--- config.mk ---
export PLATFORM = sky130hd
export DESIGN_NAME = pvi_vector_ctrl
export DESIGN_NICKNAME = d
export VERILOG_FILES = /design/src/logic/pvi_pkg.sv /design/src/logic/pvi_prio_sel.sv /design/src/logic/pvi_vector_ctrl.sv
export SDC_FILE = /design/constraint.sdc
export NUM_CORES = 1
export LEC_CHECK = 0
export BUFFER_PORTS_ARGS = -buffer_cell sky130_fd_sc_hd__buf_2
export CORE_AREA = 2 2 92 72
export CTS_BUF_LIST = sky130_fd_sc_hd__clkbuf_2
export CTS_CLUSTER_SIZE = 8
export DETAILED_ROUTE_END_ITERATION = 12
export DIE_AREA = 0 0 94 74
export HOLD_SLACK_MARGIN = 0.15
export PLACE_DENSITY = 0.8
export SLEW_MARGIN = 25
export SYNTH_ARGS = -nofsm -noshare
export SYNTH_HDL_FRONTEND = slang
export SYNTH_HIERARCHICAL = 1
export SYNTH_SLANG_ARGS = --single-unit
--- constraint.sdc ---
create_clock -name mclk -period 5.4 [get_ports mclk]
set_clock_uncertainty 0.15 [all_clocks]
set_input_delay 0.81 -clock mclk [delete_from_list [all_inputs] [get_ports mclk]]
set_output_delay 0.81 -clock mclk [all_outputs]
set_load 0.02 [all_outputs]
--- src/logic/pvi_pkg.sv ---
// Constants, types and helpers shared by the prioritized vector interrupt block
package pvi_pkg;

	// Widths of the register port and the vector path
	localparam int ADDR_W = 4;
	localparam int DATA_W = 16;
	localparam int VNUM_W = 6;
	localparam int VBASE_W = 14;
	localparam int ENTRY_SHIFT = 1;
	localparam int VADDR_W = VBASE_W + VNUM_W + ENTRY_SHIFT;
	localparam int TARGET_W = 19;
	localparam int LVL_W = 2;

	// Request sources: three hardware lines, then the software request
	localparam int NUM_HW = 3;
	localparam int NUM_SRC = NUM_HW + 1;
	localparam int IDX_W = 2;
	localparam logic [IDX_W-1:0] SW_IDX = 2'h3;
	localparam logic [VNUM_W-1:0] VEC_FIRST = 6'h3C;

	// Register offsets
	localparam logic [ADDR_W-1:0] REG_PRIO = 4'h0;
	localparam logic [ADDR_W-1:0] REG_VBASE = 4'h1;
	localparam logic [ADDR_W-1:0] REG_CTRL = 4'h2;
	localparam logic [ADDR_W-1:0] REG_STAT = 4'h3;
	localparam logic [ADDR_W-1:0] REG_MASK = 4'h4;
	localparam logic [ADDR_W-1:0] REG_PEND = 4'h5;

	// Field positions in the control register
	localparam int CTRL_LVL_LSB = 0;
	localparam int CTRL_SW_BIT = 2;
	localparam int CTRL_REQ_BIT = 3;
	localparam int CTRL_VEC_LSB = 4;

	// Reset values
	localparam logic [NUM_HW*LVL_W-1:0] PRIO_RST = 6'h00;
	localparam logic [VBASE_W-1:0] VBASE_RST = 14'h0000;
	localparam logic [NUM_SRC-1:0] MASK_RST = 4'h0;

	// Level shown to the core; 00 means nothing or the software request
	typedef enum logic [LVL_W-1:0] {
		PL_NONE_SW = 2'h0,
		PL_0 = 2'h1,
		PL_1 = 2'h2,
		PL_23 = 2'h3
	} pvi_level_e;

	// Presentation states, Gray coded along idle, present, settle
	typedef enum logic [1:0] {
		ST_IDLE = 2'h0,
		ST_PRESENT = 2'h1,
		ST_SETTLE = 2'h3
	} pvi_state_e;

	// Priority field to rank: 00 disabled, 01..11 give levels 0..2
	function automatic logic fieldEnabled(input logic [LVL_W-1:0] fld);
		fieldEnabled = (fld != PL_NONE_SW);
	endfunction : fieldEnabled

	// Rank accepted by the core mask: 00 takes all, else rank above mask
	function automatic logic levelAccepted(input logic [LVL_W-1:0] rank, input logic [LVL_W-1:0] mask);
		levelAccepted = (mask == 2'h0) || (rank > mask);
	endfunction : levelAccepted

endpackage : pvi_pkg

--- src/logic/pvi_prio_sel.sv ---
// Combinational winner search over all enabled pending requests
`timescale 1ns/1ps
module pvi_prio_sel
	import pvi_pkg::*;
(
	// Candidate requests
	input wire logic [NUM_SRC-1:0] srcValid,
	input wire logic [NUM_SRC*LVL_W-1:0] srcRank,
	// Winner
	output logic winFound,
	output logic [IDX_W-1:0] winIdx,
	output logic [LVL_W-1:0] winRank
);

	// Running best per stage of the chain
	logic [NUM_SRC:0] stFound;
	logic [IDX_W-1:0] stIdx [NUM_SRC+1];
	logic [LVL_W-1:0] stRank [NUM_SRC+1];

	assign stFound[0] = 1'b0;
	assign stIdx[0] = '0;
	assign stRank[0] = '0;

	// Each stage takes its source only if strictly better, so the lower
	// vector number keeps a tie
	generate
		for (genvar i = 0; i < NUM_SRC; i++)
		begin : g_stage
			logic better;
			assign better = srcValid[i] && (!stFound[i] || (srcRank[i*LVL_W +: LVL_W] > stRank[i]));
			assign stFound[i+1] = stFound[i] || srcValid[i];
			assign stIdx[i+1] = better ? IDX_W'(i) : stIdx[i];
			assign stRank[i+1] = better ? srcRank[i*LVL_W +: LVL_W] : stRank[i];
		end
	endgenerate

	// Final stage is the answer
	assign winFound = stFound[NUM_SRC];
	assign winIdx = stIdx[NUM_SRC];
	assign winRank = stRank[NUM_SRC];

endmodule : pvi_prio_sel

--- src/logic/pvi_vector_ctrl.sv ---
// Prioritized vector interrupt controller: registers, selection, core presentation
//
// The placing of the registers and the plain strobed port were left to the implementer.
`timescale 1ns/1ps
module pvi_vector_ctrl
	import pvi_pkg::*;
(
	// Clock and reset
	input wire logic mclk,
	input wire logic rst_n,
	// Register port
	input wire logic [ADDR_W-1:0] regAddr,
	input wire logic [DATA_W-1:0] regWdata,
	input wire logic regWr,
	input wire logic regRd,
	output logic [DATA_W-1:0] regRdata,
	// Peripheral request levels
	input wire logic [NUM_HW-1:0] periphReq,
	// Core side
	input wire logic maskBitHigh,
	input wire logic maskBitLow,
	input wire logic coreAck,
	output logic intReq,
	output logic [VADDR_W-1:0] vectorAddr,
	output logic [LVL_W-1:0] presentedPriorityLevel,
	// Summary interrupt
	output logic irqOut
);

	// How the block behaves, in short:
	// - A hardware line takes part only while its two-bit field is non-zero;
	//   the field value doubles as the rank shown to the core.
	// - The software request carries rank 00, so it is shown only while the
	//   core mask is fully open, below every hardware level.
	// - While a vector stands the choice is remade every cycle; a stronger
	//   arrival replaces it before the core takes it, which is how nesting
	//   is offered to the core.
	// - After the core takes a vector the request drops for two cycles, so
	//   the core can raise its mask before the next choice is made.
	// - Rank 11 is priority 2; priority 3 is never produced here, so a fully
	//   raised mask silences the block until software lowers it.
	// - The base is 14 bits and the vector number 6 bits; with the zero word
	//   appended each vector address is a 21-bit word address, and with the
	//   base at its reset value the table starts at word zero.
	// - Each taken vector sets a sticky status bit; the summary output is
	//   high while an unmasked status bit is set.
	// - Hazard: a base written while a vector stands changes the address
	//   shown on the next cycle, before the core has taken it.

	// Software-written state
	logic [NUM_HW*LVL_W-1:0] prioField; // Per-source priority fields
	logic [VBASE_W-1:0] vectorBase; // Table base
	logic swPend; // Low-priority software request
	logic [NUM_SRC-1:0] evtStat; // Sticky taken-events
	logic [NUM_SRC-1:0] evtMask; // Event mask
	logic [NUM_HW*LVL_W-1:0] next_prioField;
	logic [VBASE_W-1:0] next_vectorBase;
	logic next_swPend;
	logic [NUM_SRC-1:0] next_evtStat;
	logic [NUM_SRC-1:0] next_evtMask;
	logic [DATA_W-1:0] next_regRdata;
	logic next_irqOut;

	// Presentation state
	pvi_state_e state;
	pvi_state_e next_state;
	logic [IDX_W-1:0] presIdx; // Source now shown to the core
	logic [IDX_W-1:0] next_presIdx;
	logic next_intReq;
	logic [VADDR_W-1:0] next_vectorAddr;
	logic [LVL_W-1:0] next_presentedPriorityLevel;

	// Selection results
	logic [NUM_SRC-1:0] srcValid;
	logic [NUM_SRC*LVL_W-1:0] srcRank;
	logic winFound;
	logic [IDX_W-1:0] winIdx;
	logic [LVL_W-1:0] winRank;
	logic [LVL_W-1:0] coreMask; // Status bits 9 and 8 of the core
	logic winAccepted;
	logic [VNUM_W-1:0] winVnum;
	logic ackTaken; // Core took the presented vector

	// Write decode, one strobe per writable register
	logic wrPrio; // Priority fields written
	logic wrVbase; // Table base written
	logic wrCtrl; // Control written
	logic wrStat; // Status clear written
	logic wrMask; // Event mask written

	// Vector number of a source: sources follow the first vector in order
	function automatic logic [VNUM_W-1:0] vectorNumber(input logic [IDX_W-1:0] idx);
		vectorNumber = VNUM_W'(VEC_FIRST + VNUM_W'(idx));
	endfunction : vectorNumber

	// Build candidate list; hardware lines need a non-zero field
	generate
		for (genvar i = 0; i < NUM_HW; i++)
		begin : g_src
			assign srcValid[i] = periphReq[i] && fieldEnabled(prioField[i*LVL_W +: LVL_W]);
			assign srcRank[i*LVL_W +: LVL_W] = prioField[i*LVL_W +: LVL_W];
		end
	endgenerate

	// Software request ranks below every hardware level
	assign srcValid[SW_IDX] = swPend;
	assign srcRank[SW_IDX*LVL_W +: LVL_W] = PL_NONE_SW;

	// Winner search; ties keep the lower vector number, so the choice
	// never depends on which line rose first within a cycle
	pvi_prio_sel u_sel (
		.srcValid(srcValid),
		.srcRank(srcRank),
		.winFound(winFound),
		.winIdx(winIdx),
		.winRank(winRank)
	);

	// Core mask gates what may be shown; a raised mask admits only higher
	// levels, which is what lets a stronger request nest
	assign coreMask = {maskBitHigh, maskBitLow};
	assign winAccepted = winFound && levelAccepted(winRank, coreMask);
	assign winVnum = vectorNumber(winIdx);
	assign ackTaken = (state == ST_PRESENT) && coreAck;

	// One strobe per writable offset; pending and unmapped offsets write nothing
	assign wrPrio = regWr && (regAddr == REG_PRIO);
	assign wrVbase = regWr && (regAddr == REG_VBASE);
	assign wrCtrl = regWr && (regAddr == REG_CTRL);
	assign wrStat = regWr && (regAddr == REG_STAT);
	assign wrMask = regWr && (regAddr == REG_MASK);

	// Register group: next values
	always_comb
	begin
		// Hold every field unless a write or an event changes it
		next_prioField = prioField;
		next_vectorBase = vectorBase;
		next_swPend = swPend;
		next_evtStat = evtStat;
		next_evtMask = evtMask;
		next_regRdata = '0;
		// Writes; each writable register has its own strobe
		if (wrPrio)
		begin
			// Field 00 keeps the line out of the choice
			next_prioField = regWdata[NUM_HW*LVL_W-1:0];
		end
		if (wrVbase)
		begin
			// New base applies to the next vector formed
			next_vectorBase = regWdata[VBASE_W-1:0];
		end
		if (wrStat)
		begin
			// Write one to clear
			next_evtStat = evtStat & ~regWdata[NUM_SRC-1:0];
		end
		if (wrMask)
		begin
			next_evtMask = regWdata[NUM_SRC-1:0];
		end
		// Software request cleared when taken; a new write wins
		if (ackTaken && (presIdx == SW_IDX))
		begin
			next_swPend = 1'b0;
		end
		if (wrCtrl && regWdata[CTRL_SW_BIT])
		begin
			next_swPend = 1'b1;
		end
		// Taken event sets its sticky bit, over any clear
		if (ackTaken)
		begin
			next_evtStat[presIdx] = 1'b1;
		end
		// Read data stand in the next cycle only; unmapped reads give zero
		if (regRd)
		begin
			case (regAddr)
				REG_PRIO: next_regRdata = DATA_W'(prioField);
				REG_VBASE: next_regRdata = DATA_W'(vectorBase);
				REG_CTRL:
				begin
					next_regRdata[CTRL_LVL_LSB +: LVL_W] = presentedPriorityLevel;
					next_regRdata[CTRL_SW_BIT] = swPend;
					next_regRdata[CTRL_REQ_BIT] = intReq;
					next_regRdata[CTRL_VEC_LSB +: VNUM_W] = vectorNumber(presIdx);
				end
				REG_STAT: next_regRdata = DATA_W'(evtStat);
				REG_MASK: next_regRdata = DATA_W'(evtMask);
				REG_PEND: next_regRdata = DATA_W'(srcValid);
				default: next_regRdata = '0;
			endcase
		end
		// Summary output follows the values about to be stored
		next_irqOut = |(next_evtStat & next_evtMask);
	end

	// Register group: storage
	always_ff @(posedge mclk)
	begin
		if (!rst_n)
		begin
			// All lines disabled, base at its reset value
			prioField <= PRIO_RST;
			vectorBase <= VBASE_RST;
			swPend <= 1'b0;
			evtStat <= '0;
			evtMask <= MASK_RST;
			regRdata <= '0;
			irqOut <= 1'b0;
		end
		else
		begin
			// Take the computed values every cycle
			prioField <= next_prioField;
			vectorBase <= next_vectorBase;
			swPend <= next_swPend;
			evtStat <= next_evtStat;
			evtMask <= next_evtMask;
			regRdata <= next_regRdata;
			irqOut <= next_irqOut;
		end
	end

	// Presentation group: next values; while presenting the choice is
	// re-made every cycle so a stronger arrival replaces the current one
	always_comb
	begin
		next_state = state;
		next_presIdx = presIdx;
		next_intReq = 1'b0;
		next_vectorAddr = vectorAddr;
		next_presentedPriorityLevel = PL_NONE_SW;
		case (state)
			ST_IDLE, ST_PRESENT:
			begin
				if (ackTaken)
				begin
					// Give the core one cycle to raise its mask
					next_state = ST_SETTLE;
				end
				else if (winAccepted)
				begin
					next_state = ST_PRESENT;
					next_presIdx = winIdx;
					next_intReq = 1'b1;
					// Base joined to number, entries two words apart, word units
					next_vectorAddr = {vectorBase, winVnum, 1'b0};
					next_presentedPriorityLevel = winRank;
				end
				else
				begin
					// Nothing acceptable: stand down
					next_state = ST_IDLE;
				end
			end
			ST_SETTLE:
			begin
				// Mask had its cycle to change; choose again
				next_state = ST_IDLE;
			end
			default:
			begin
				// Unused code goes back to idle
				next_state = ST_IDLE;
			end
		endcase
	end

	// Presentation group: storage
	always_ff @(posedge mclk)
	begin
		if (!rst_n)
		begin
			// Nothing presented after reset
			state <= ST_IDLE;
			presIdx <= '0;
			intReq <= 1'b0;
			vectorAddr <= '0;
			presentedPriorityLevel <= PL_NONE_SW;
		end
		else
		begin
			// Register the presentation every cycle
			state <= next_state;
			presIdx <= next_presIdx;
			intReq <= next_intReq;
			vectorAddr <= next_vectorAddr;
			presentedPriorityLevel <= next_presentedPriorityLevel;
		end
	end

endmodule : pvi_vector_ctrl

==> out/results.ini, run 1 <==
[sta]
tightest_slew_ns = 0.660
fin_ws_ns = 0.217
finalCritPeriodShare_pct = 96.0
maxSlewViolCount = 0
final-hold-violation-count = 0
setup_viol = 0
slew_headroom_pct = 56.0
clock.fmax_mhz = 193
finalCriticalPeriod_ns = 5.18

[power]
p_int_uw = 670
p_clk_share_pct = 37.4
fin_total_pwr_uw = 893
power_frac_seq_pct = 55.3
netSwitchingPower_uw = 223
power_leakage_uw = 0.00166
p_comb_share_pct = 7.4
p_sw_share_pct = 25.0
cellPowerDensity_nw_per_um2 = 253
ir_drop_v = 0.000126

[logic_synthesis]
synthCells = 333
netlist_area_um2 = 2960
yosys-top-cells-area = dfxtp_1 45%, mux2i_1 9.8%, nand2_1 5.7%, a21oi_1 5.6%, nor2_1 5.6%
synth_cell_types = 42
synth-edff-count = 0
synth-seq-area-share_pct = 44.7
synthArstFlopShare_pct = 0
synth.most_common_cell = dfxtp_1
synth_ff_type = dfxtp_1
avgSynthCellArea_um2 = 8.87
yosysWarnings = 6
synth_top_area_share_pct = 44.7
yosysTopAreaCell = dfxtp_1
synth_commonest_cells = 66 x dfxtp_1, 45 x nand2_1, 44 x nor2_1
ys_ff_latch = 66

[routing]
wire_per_inst_um = 15.1
num_vias = 2578
routed_wl_um = 7430
ant_nets = 0
drc_errors = 0
dr.pass1.iters = 4
routed_via_density = 5.24
drt_iter0_drc = 247

[floorplanning]
fp.dieW_um = 94
core_um2 = 6100
pin_count = 71
fp.dieH_um = 74
initial_core_util_pct = 48.5
dieArea_um2 = 6960
placementRows = 25

[clock_tree]
clk_pin_slew_worst_paths_ns = 0.19
insertion_delay_ns = 0.52
clk_path_buf_depth = 2
cts_buffers = 9
root_buffer = clkbuf_2
cts.sinks = 66
cts_tree = built
cts_max_level = 3
cts_hold_buffers = 0

[global_route]
gr-total-overflow = 0
grt.total_usage_pct = 21.6
grt_first_pass_wirelength_um = 11400
grt_max_degree = 49
antenna_found_initial = 0
grt_pass1_vias = 2357

[layout]
fin_nets = 444
diodes = 0
syn_to_final_growth_pct = 19.7
fin_cells = 492
final_util_pct = 58.0
n_fill_cell = 568
drive_above_1_share_pct = 27.5

[place]
place_ws_ns = -0.165
place_inst = 473
dp_hpwl_um = 5300
place.gp.congestion = 0.911
port_buffers = 65

[critical_path]
cp-start-kind = flip-flop
path_class = flip-flop to flip-flop
crit_required_ns = 5.68
crit_path_end_kind = flip-flop
path_max_fanout = 5
critPathArrivalTime_ns = 5.46

[outcome]
status = completed

[flow_run]
cap_viol_max_count = 0

[hold_path]
hp-class = flip-flop to flip-flop

-- kinds of logic (layout without fill, tap and decap cells) --
kind of cell / count (synthesis) / in the layout / share of synthesized area, %
other: 1 / 7 / 0.127
multiplexers: 35 / 35 / 12.7
buffers and inverters: 36 / 108 / 6.43
AND/OR/NAND/NOR: 125 / 125 / 19.7
flip-flops: 66 / 66 / 44.7
adder cells (fa/ha/maj): 8 / 8 / 3.39
AO/OA/AOI/OAI: 62 / 62 / 12.9
-- stage by stage --
| step | cell area (µm²) | TNS [ns] | hold slack (ns) |
|---|---|---|---|
| finish | 3540 | 0 | 0.332 |
| floorplan | 2990 | 0 | 0.294 |
| CTS | 3490 | 0 | 0.336 |
| detailed placement | 3360 | -2.75 | 0.315 |
| global route | 3540 | -0.674 | 0.323 |
| global placement | 3360 | -0.714 | 0.305 |
-- sequential cells by signal, indices dropped and copies added, names as in the netlist, 2 cells and up --
name                    cells
state                       2
prioField                   6
regRdata                   14
vectorBase                 14
presentedPriorityLevel      2
vectorAddr                 16
evtStat                     4
evtMask                     4
-- power by group through the flow --
| stage | Clock (µW) | Combinational, µW | Sequential, µW |
|---|---|---|---|
| after floorplan | 0 | 43.2 | 504 |
| after global placement | 0 | 61.9 | 504 |
| after detailed placement | 0 | 62.9 | 504 |
| after CTS | 335 | 63.2 | 494 |
| after global routing | 358 | 71.8 | 495 |
| final | 334 | 65.8 | 494 |
-- worst paths after layout --
path | cells past startpoint | end | slack, ns | start
max | 24 | vectorAddr[17] | 0.22 | prioField[1]
min | 2 | prioField[0] | 0.33 | prioField[0]
max reg2reg | 24 | vectorAddr[17] | 0.22 | prioField[1]
min reg2reg | 2 | prioField[0] | 0.33 | prioField[0]
-- metal layers --
layer	share of wire, %	up-vias	routed length, µm	track usage [%]
met5	0	-	0	0
met4	1.8	0	132	5.15
met3	8.6	14	636	7.40
met2	44	99	3250	32.9
met1	46	1188	3410	30.0
li1	-	1277	-	-
-- placed cells by master (no fill, tap or decap), drive strengths merged, types with 4 or more instances in the layout --
cell | Yosys | routed
buf | 17 | 80
dfxtp | 66 | 66
nand2 | 45 | 45
nor2 | 45 | 45
a21oi | 33 | 33
mux2i | 29 | 29
inv | 12 | 12
clkbuf | 7 | 11
nand3 | 8 | 8
ha | 8 | 8
nor2b | 7 | 7
conb | 1 | 7
and2 | 7 | 7
o21ai | 5 | 5
mux2 | 5 | 5
nand4 | 4 | 4
a22oi | 4 | 4
-- area by class of cell --
class                      instances  area (µm²)  area share, %
clock buffer                      11        55.1           1.56
clock inverter                     5        78.8           2.23
inverter                          12        45.0           1.27
multi-input combinational        237        1490           42.1
sequential                        66        1330           37.5
tap                               81         101           2.87
timing repair buffer              80         443           12.5
-- what timing repair did --
action,4_1_cts,5_1_grt
endpoints found under the hold margin,0,0
gates resized for setup,0,7
setup endpoints to repair,0,19
setup buffers,0,2
-- critical path, cell delays in order (launching register included) --
cell	delay [ns]
dfxtp_4	0.41
o21a_1	0.14
nand2_1	0.06
ha_1	0.28
nor2b_1	0.15
o311a_1	0.32
a32oi_2	0.18
ha_1	0.28
nor2b_1	0.14
a2bb2oi_1	0.14
o21ai_2	0.20
mux2i_1	0.27
inv_1	0.08
ha_1	0.30
a21oi_1	0.20
o21ai_2	0.09
mux2_2	0.31
ha_1	0.30
nor2b_1	0.14
a2bb2oi_2	0.14
o211ai_1	0.20
buf_4	0.17
buf_2	0.19
mux2i_1	0.21
nor2_1	0.05
Power figures use the tool's default switching activity.
==> run 2, diff against run 1 <==
Settings changed: CORE_AREA 2 2 92 72 to 2 2 80 82, DIE_AREA 0 0 94 74 to 0 0 82 84.
==> run 2 against run 1 <==
  * Clock power down 22%
  * First-iteration DRC count down 26%
  * Worst hold slack worse by 0.00056 ns
  * Maximum frequency down 2.3%
  * Final cell count down 0.41%
==> out/results.ini, run 2 (synthesis gave the netlist of run 1 again) <==
[routing]
dr.pass1.iters = 4  ; unchanged
routed_via_density = 5.44  ; was 5.24
num_vias = 2666  ; was 2578
routed_wl_um = 7370  ; was 7430 µm
ant_nets = 0  ; unchanged
wire_per_inst_um = 15.0  ; was 15.1 µm
drt_iter0_drc = 182  ; was 247
drc_errors = 0  ; unchanged

[hold_path]
hp-class = flip-flop to flip-flop  ; unchanged

[floorplanning]
dieArea_um2 = 6890  ; was 6960 µm²
fp.dieW_um = 82  ; was 94 µm
fp.dieH_um = 84  ; was 74 µm
core_um2 = 6100  ; about the same
initial_core_util_pct = 48.5  ; about the same
pin_count = 71  ; unchanged
placementRows = 29  ; was 25

[clock_tree]
insertion_delay_ns = 0.46  ; was 0.52 ns
root_buffer = clkbuf_2  ; unchanged
cts.sinks = 66  ; unchanged
cts_tree = built  ; unchanged
cts_buffers = 9  ; unchanged
clk_path_buf_depth = 2  ; unchanged
cts_hold_buffers = 0  ; unchanged
clk_pin_slew_worst_paths_ns = 0.16  ; was 0.19 ns
cts_max_level = 3  ; unchanged

[layout]
drive_above_1_share_pct = 28.8  ; was 27.5%
diodes = 0  ; unchanged
registers.top_by_ff_count = vectorAddr  ; unchanged
layout_common_cells = 65 x buf_2, 64 x dfxtp_1, 45 x nand2_1  ; was 66 x buf_2, 64 x dfxtp_1, 45 x nand2_1
fin_cells = 490  ; was 492
syn_to_final_growth_pct = 21.1  ; was 19.7%
ff_latch_area_um2 = 1330  ; unchanged
n_fill_cell = 545  ; was 568
final_common_cell = buf_2  ; unchanged
multi_input_area_um2 = 1530  ; was 1490 µm²
final_util_pct = 58.7  ; was 58.0%
largest_registers = vectorAddr: 16 flops, regRdata: 14 flops, vectorBase: 14 flops  ; unchanged
largest_reg_flops = 16  ; unchanged
fin_nets = 447  ; was 444

[critical_path]
max_stage_delay_ns = 0.34  ; was 0.41 ns
path_class = primary input to flip-flop  ; was flip-flop to flip-flop
critPathArrivalTime_ns = 5.51  ; was 5.46 ns
cp_slowest_cell = mux2_4  ; was dfxtp_4
path_buf_inv = 4  ; was 3
crit_path_end_kind = flip-flop  ; unchanged
crit_required_ns = 5.60  ; was 5.68 ns
crit_family = compound AO/OA/AOI/OAI gates  ; unchanged
cp_common_cell = ha_1  ; unchanged
cp-start-kind = primary input  ; was flip-flop
path_max_fanout = 8  ; was 5

[sta]
finalCritPeriodShare_pct = 98.3  ; was 96.0%
tightest_slew_ns = 0.703  ; was 0.660 ns
slew_headroom_pct = 53.1  ; was 56.0%
final-hold-violation-count = 0  ; unchanged
maxSlewViolCount = 0  ; unchanged
clock.fmax_mhz = 188  ; was 193 MHz
fin_tns_setup_ns = 0  ; unchanged
setup_viol = 0  ; unchanged
finalCriticalPeriod_ns = 5.31  ; was 5.18 ns

[global_route]
grt.total_usage_pct = 22.2  ; was 21.6%
grt_pass1_vias = 2491  ; was 2357
grt_max_degree = 26  ; was 49
gr-total-overflow = 0  ; unchanged
antenna_found_initial = 0  ; unchanged
grt_first_pass_wirelength_um = 11700  ; was 11400 µm

[place]
place_inst = 466  ; was 473
place.gp.congestion = 0.922  ; was 0.911
dp_hpwl_um = 5160  ; was 5300 µm
port_buffers = 65  ; unchanged

[outcome]
status = completed  ; unchanged

[power]
power_leakage_uw = 0.00167  ; was 0.00166 µW
ir_drop_v = 0.000149  ; was 0.000126 V
cellPowerDensity_nw_per_um2 = 230  ; was 253 nW/µm²

[flow_run]
cap_viol_max_count = 0  ; unchanged

-- run 2: layout make-up --
type	count	share of cell area, %
inverter	12	1.26
clock buffer	10	1.40
multi-input combinational	237	42.9
clock inverter	5	1.29
tap	77	2.69
timing repair buffer	83	13.5
sequential	66	37.0
-- run 2: worst min-delay path: stages, from the launching register on --
cell	delay (ns)
dfxtp_1	0.35
nand2_1	0.05
a21oi_1	0.05
-- run 2: timing repair --
item / in CTS / in global routing
resized for setup: 0 / 13
setup endpoints to repair: 0 / 20
buffers inserted: 0 / 8
-- run 2: path summary, 6_finish.rpt --
path	startpoint	endpoint	slack (ns)	cells past startpoint
worst max register to register	prioField[1]	vectorAddr[19]	0.11	25
worst max-delay path	periphReq[0]	vectorAddr[19]	0.09	26
worst min register to register	vectorBase[11]	vectorBase[11]	0.33	2
worst min-delay path	vectorBase[11]	vectorBase[11]	0.33	2
-- run 2: through the flow --
step	total power [µW]	hold WS (ns)	instance area, µm²	setup slack [ns]
5_1_grt	867	0.351	3580	-0.144
3_5_place_dp	568	0.311	3340	-0.289
2_1_floorplan	547	0.294	2990	0.000672
3_3_place_gp	566	0.303	3340	-0.148
4_1_cts	823	0.331	3440	0.119
6_report	824	0.331	3580	0.0928
-- run 2: where the power goes --
part           leakage (µW)  total [µW]  switching, µW  internal [µW]
Combinational       0.00107        70.1           43.7           26.4
Clock             0.0000643         261            159            102
Sequential         0.000533         493           2.84            490
-- run 2: layer usage --
metal  track usage [%]  part of all wire, %  vias up
met2              36.0                   50      123
met3              6.39                  7.2       13
met4              6.67                  1.8        0
met1              28.3                   41     1244
li1                  -                    -     1286
met5                 0                    0        -
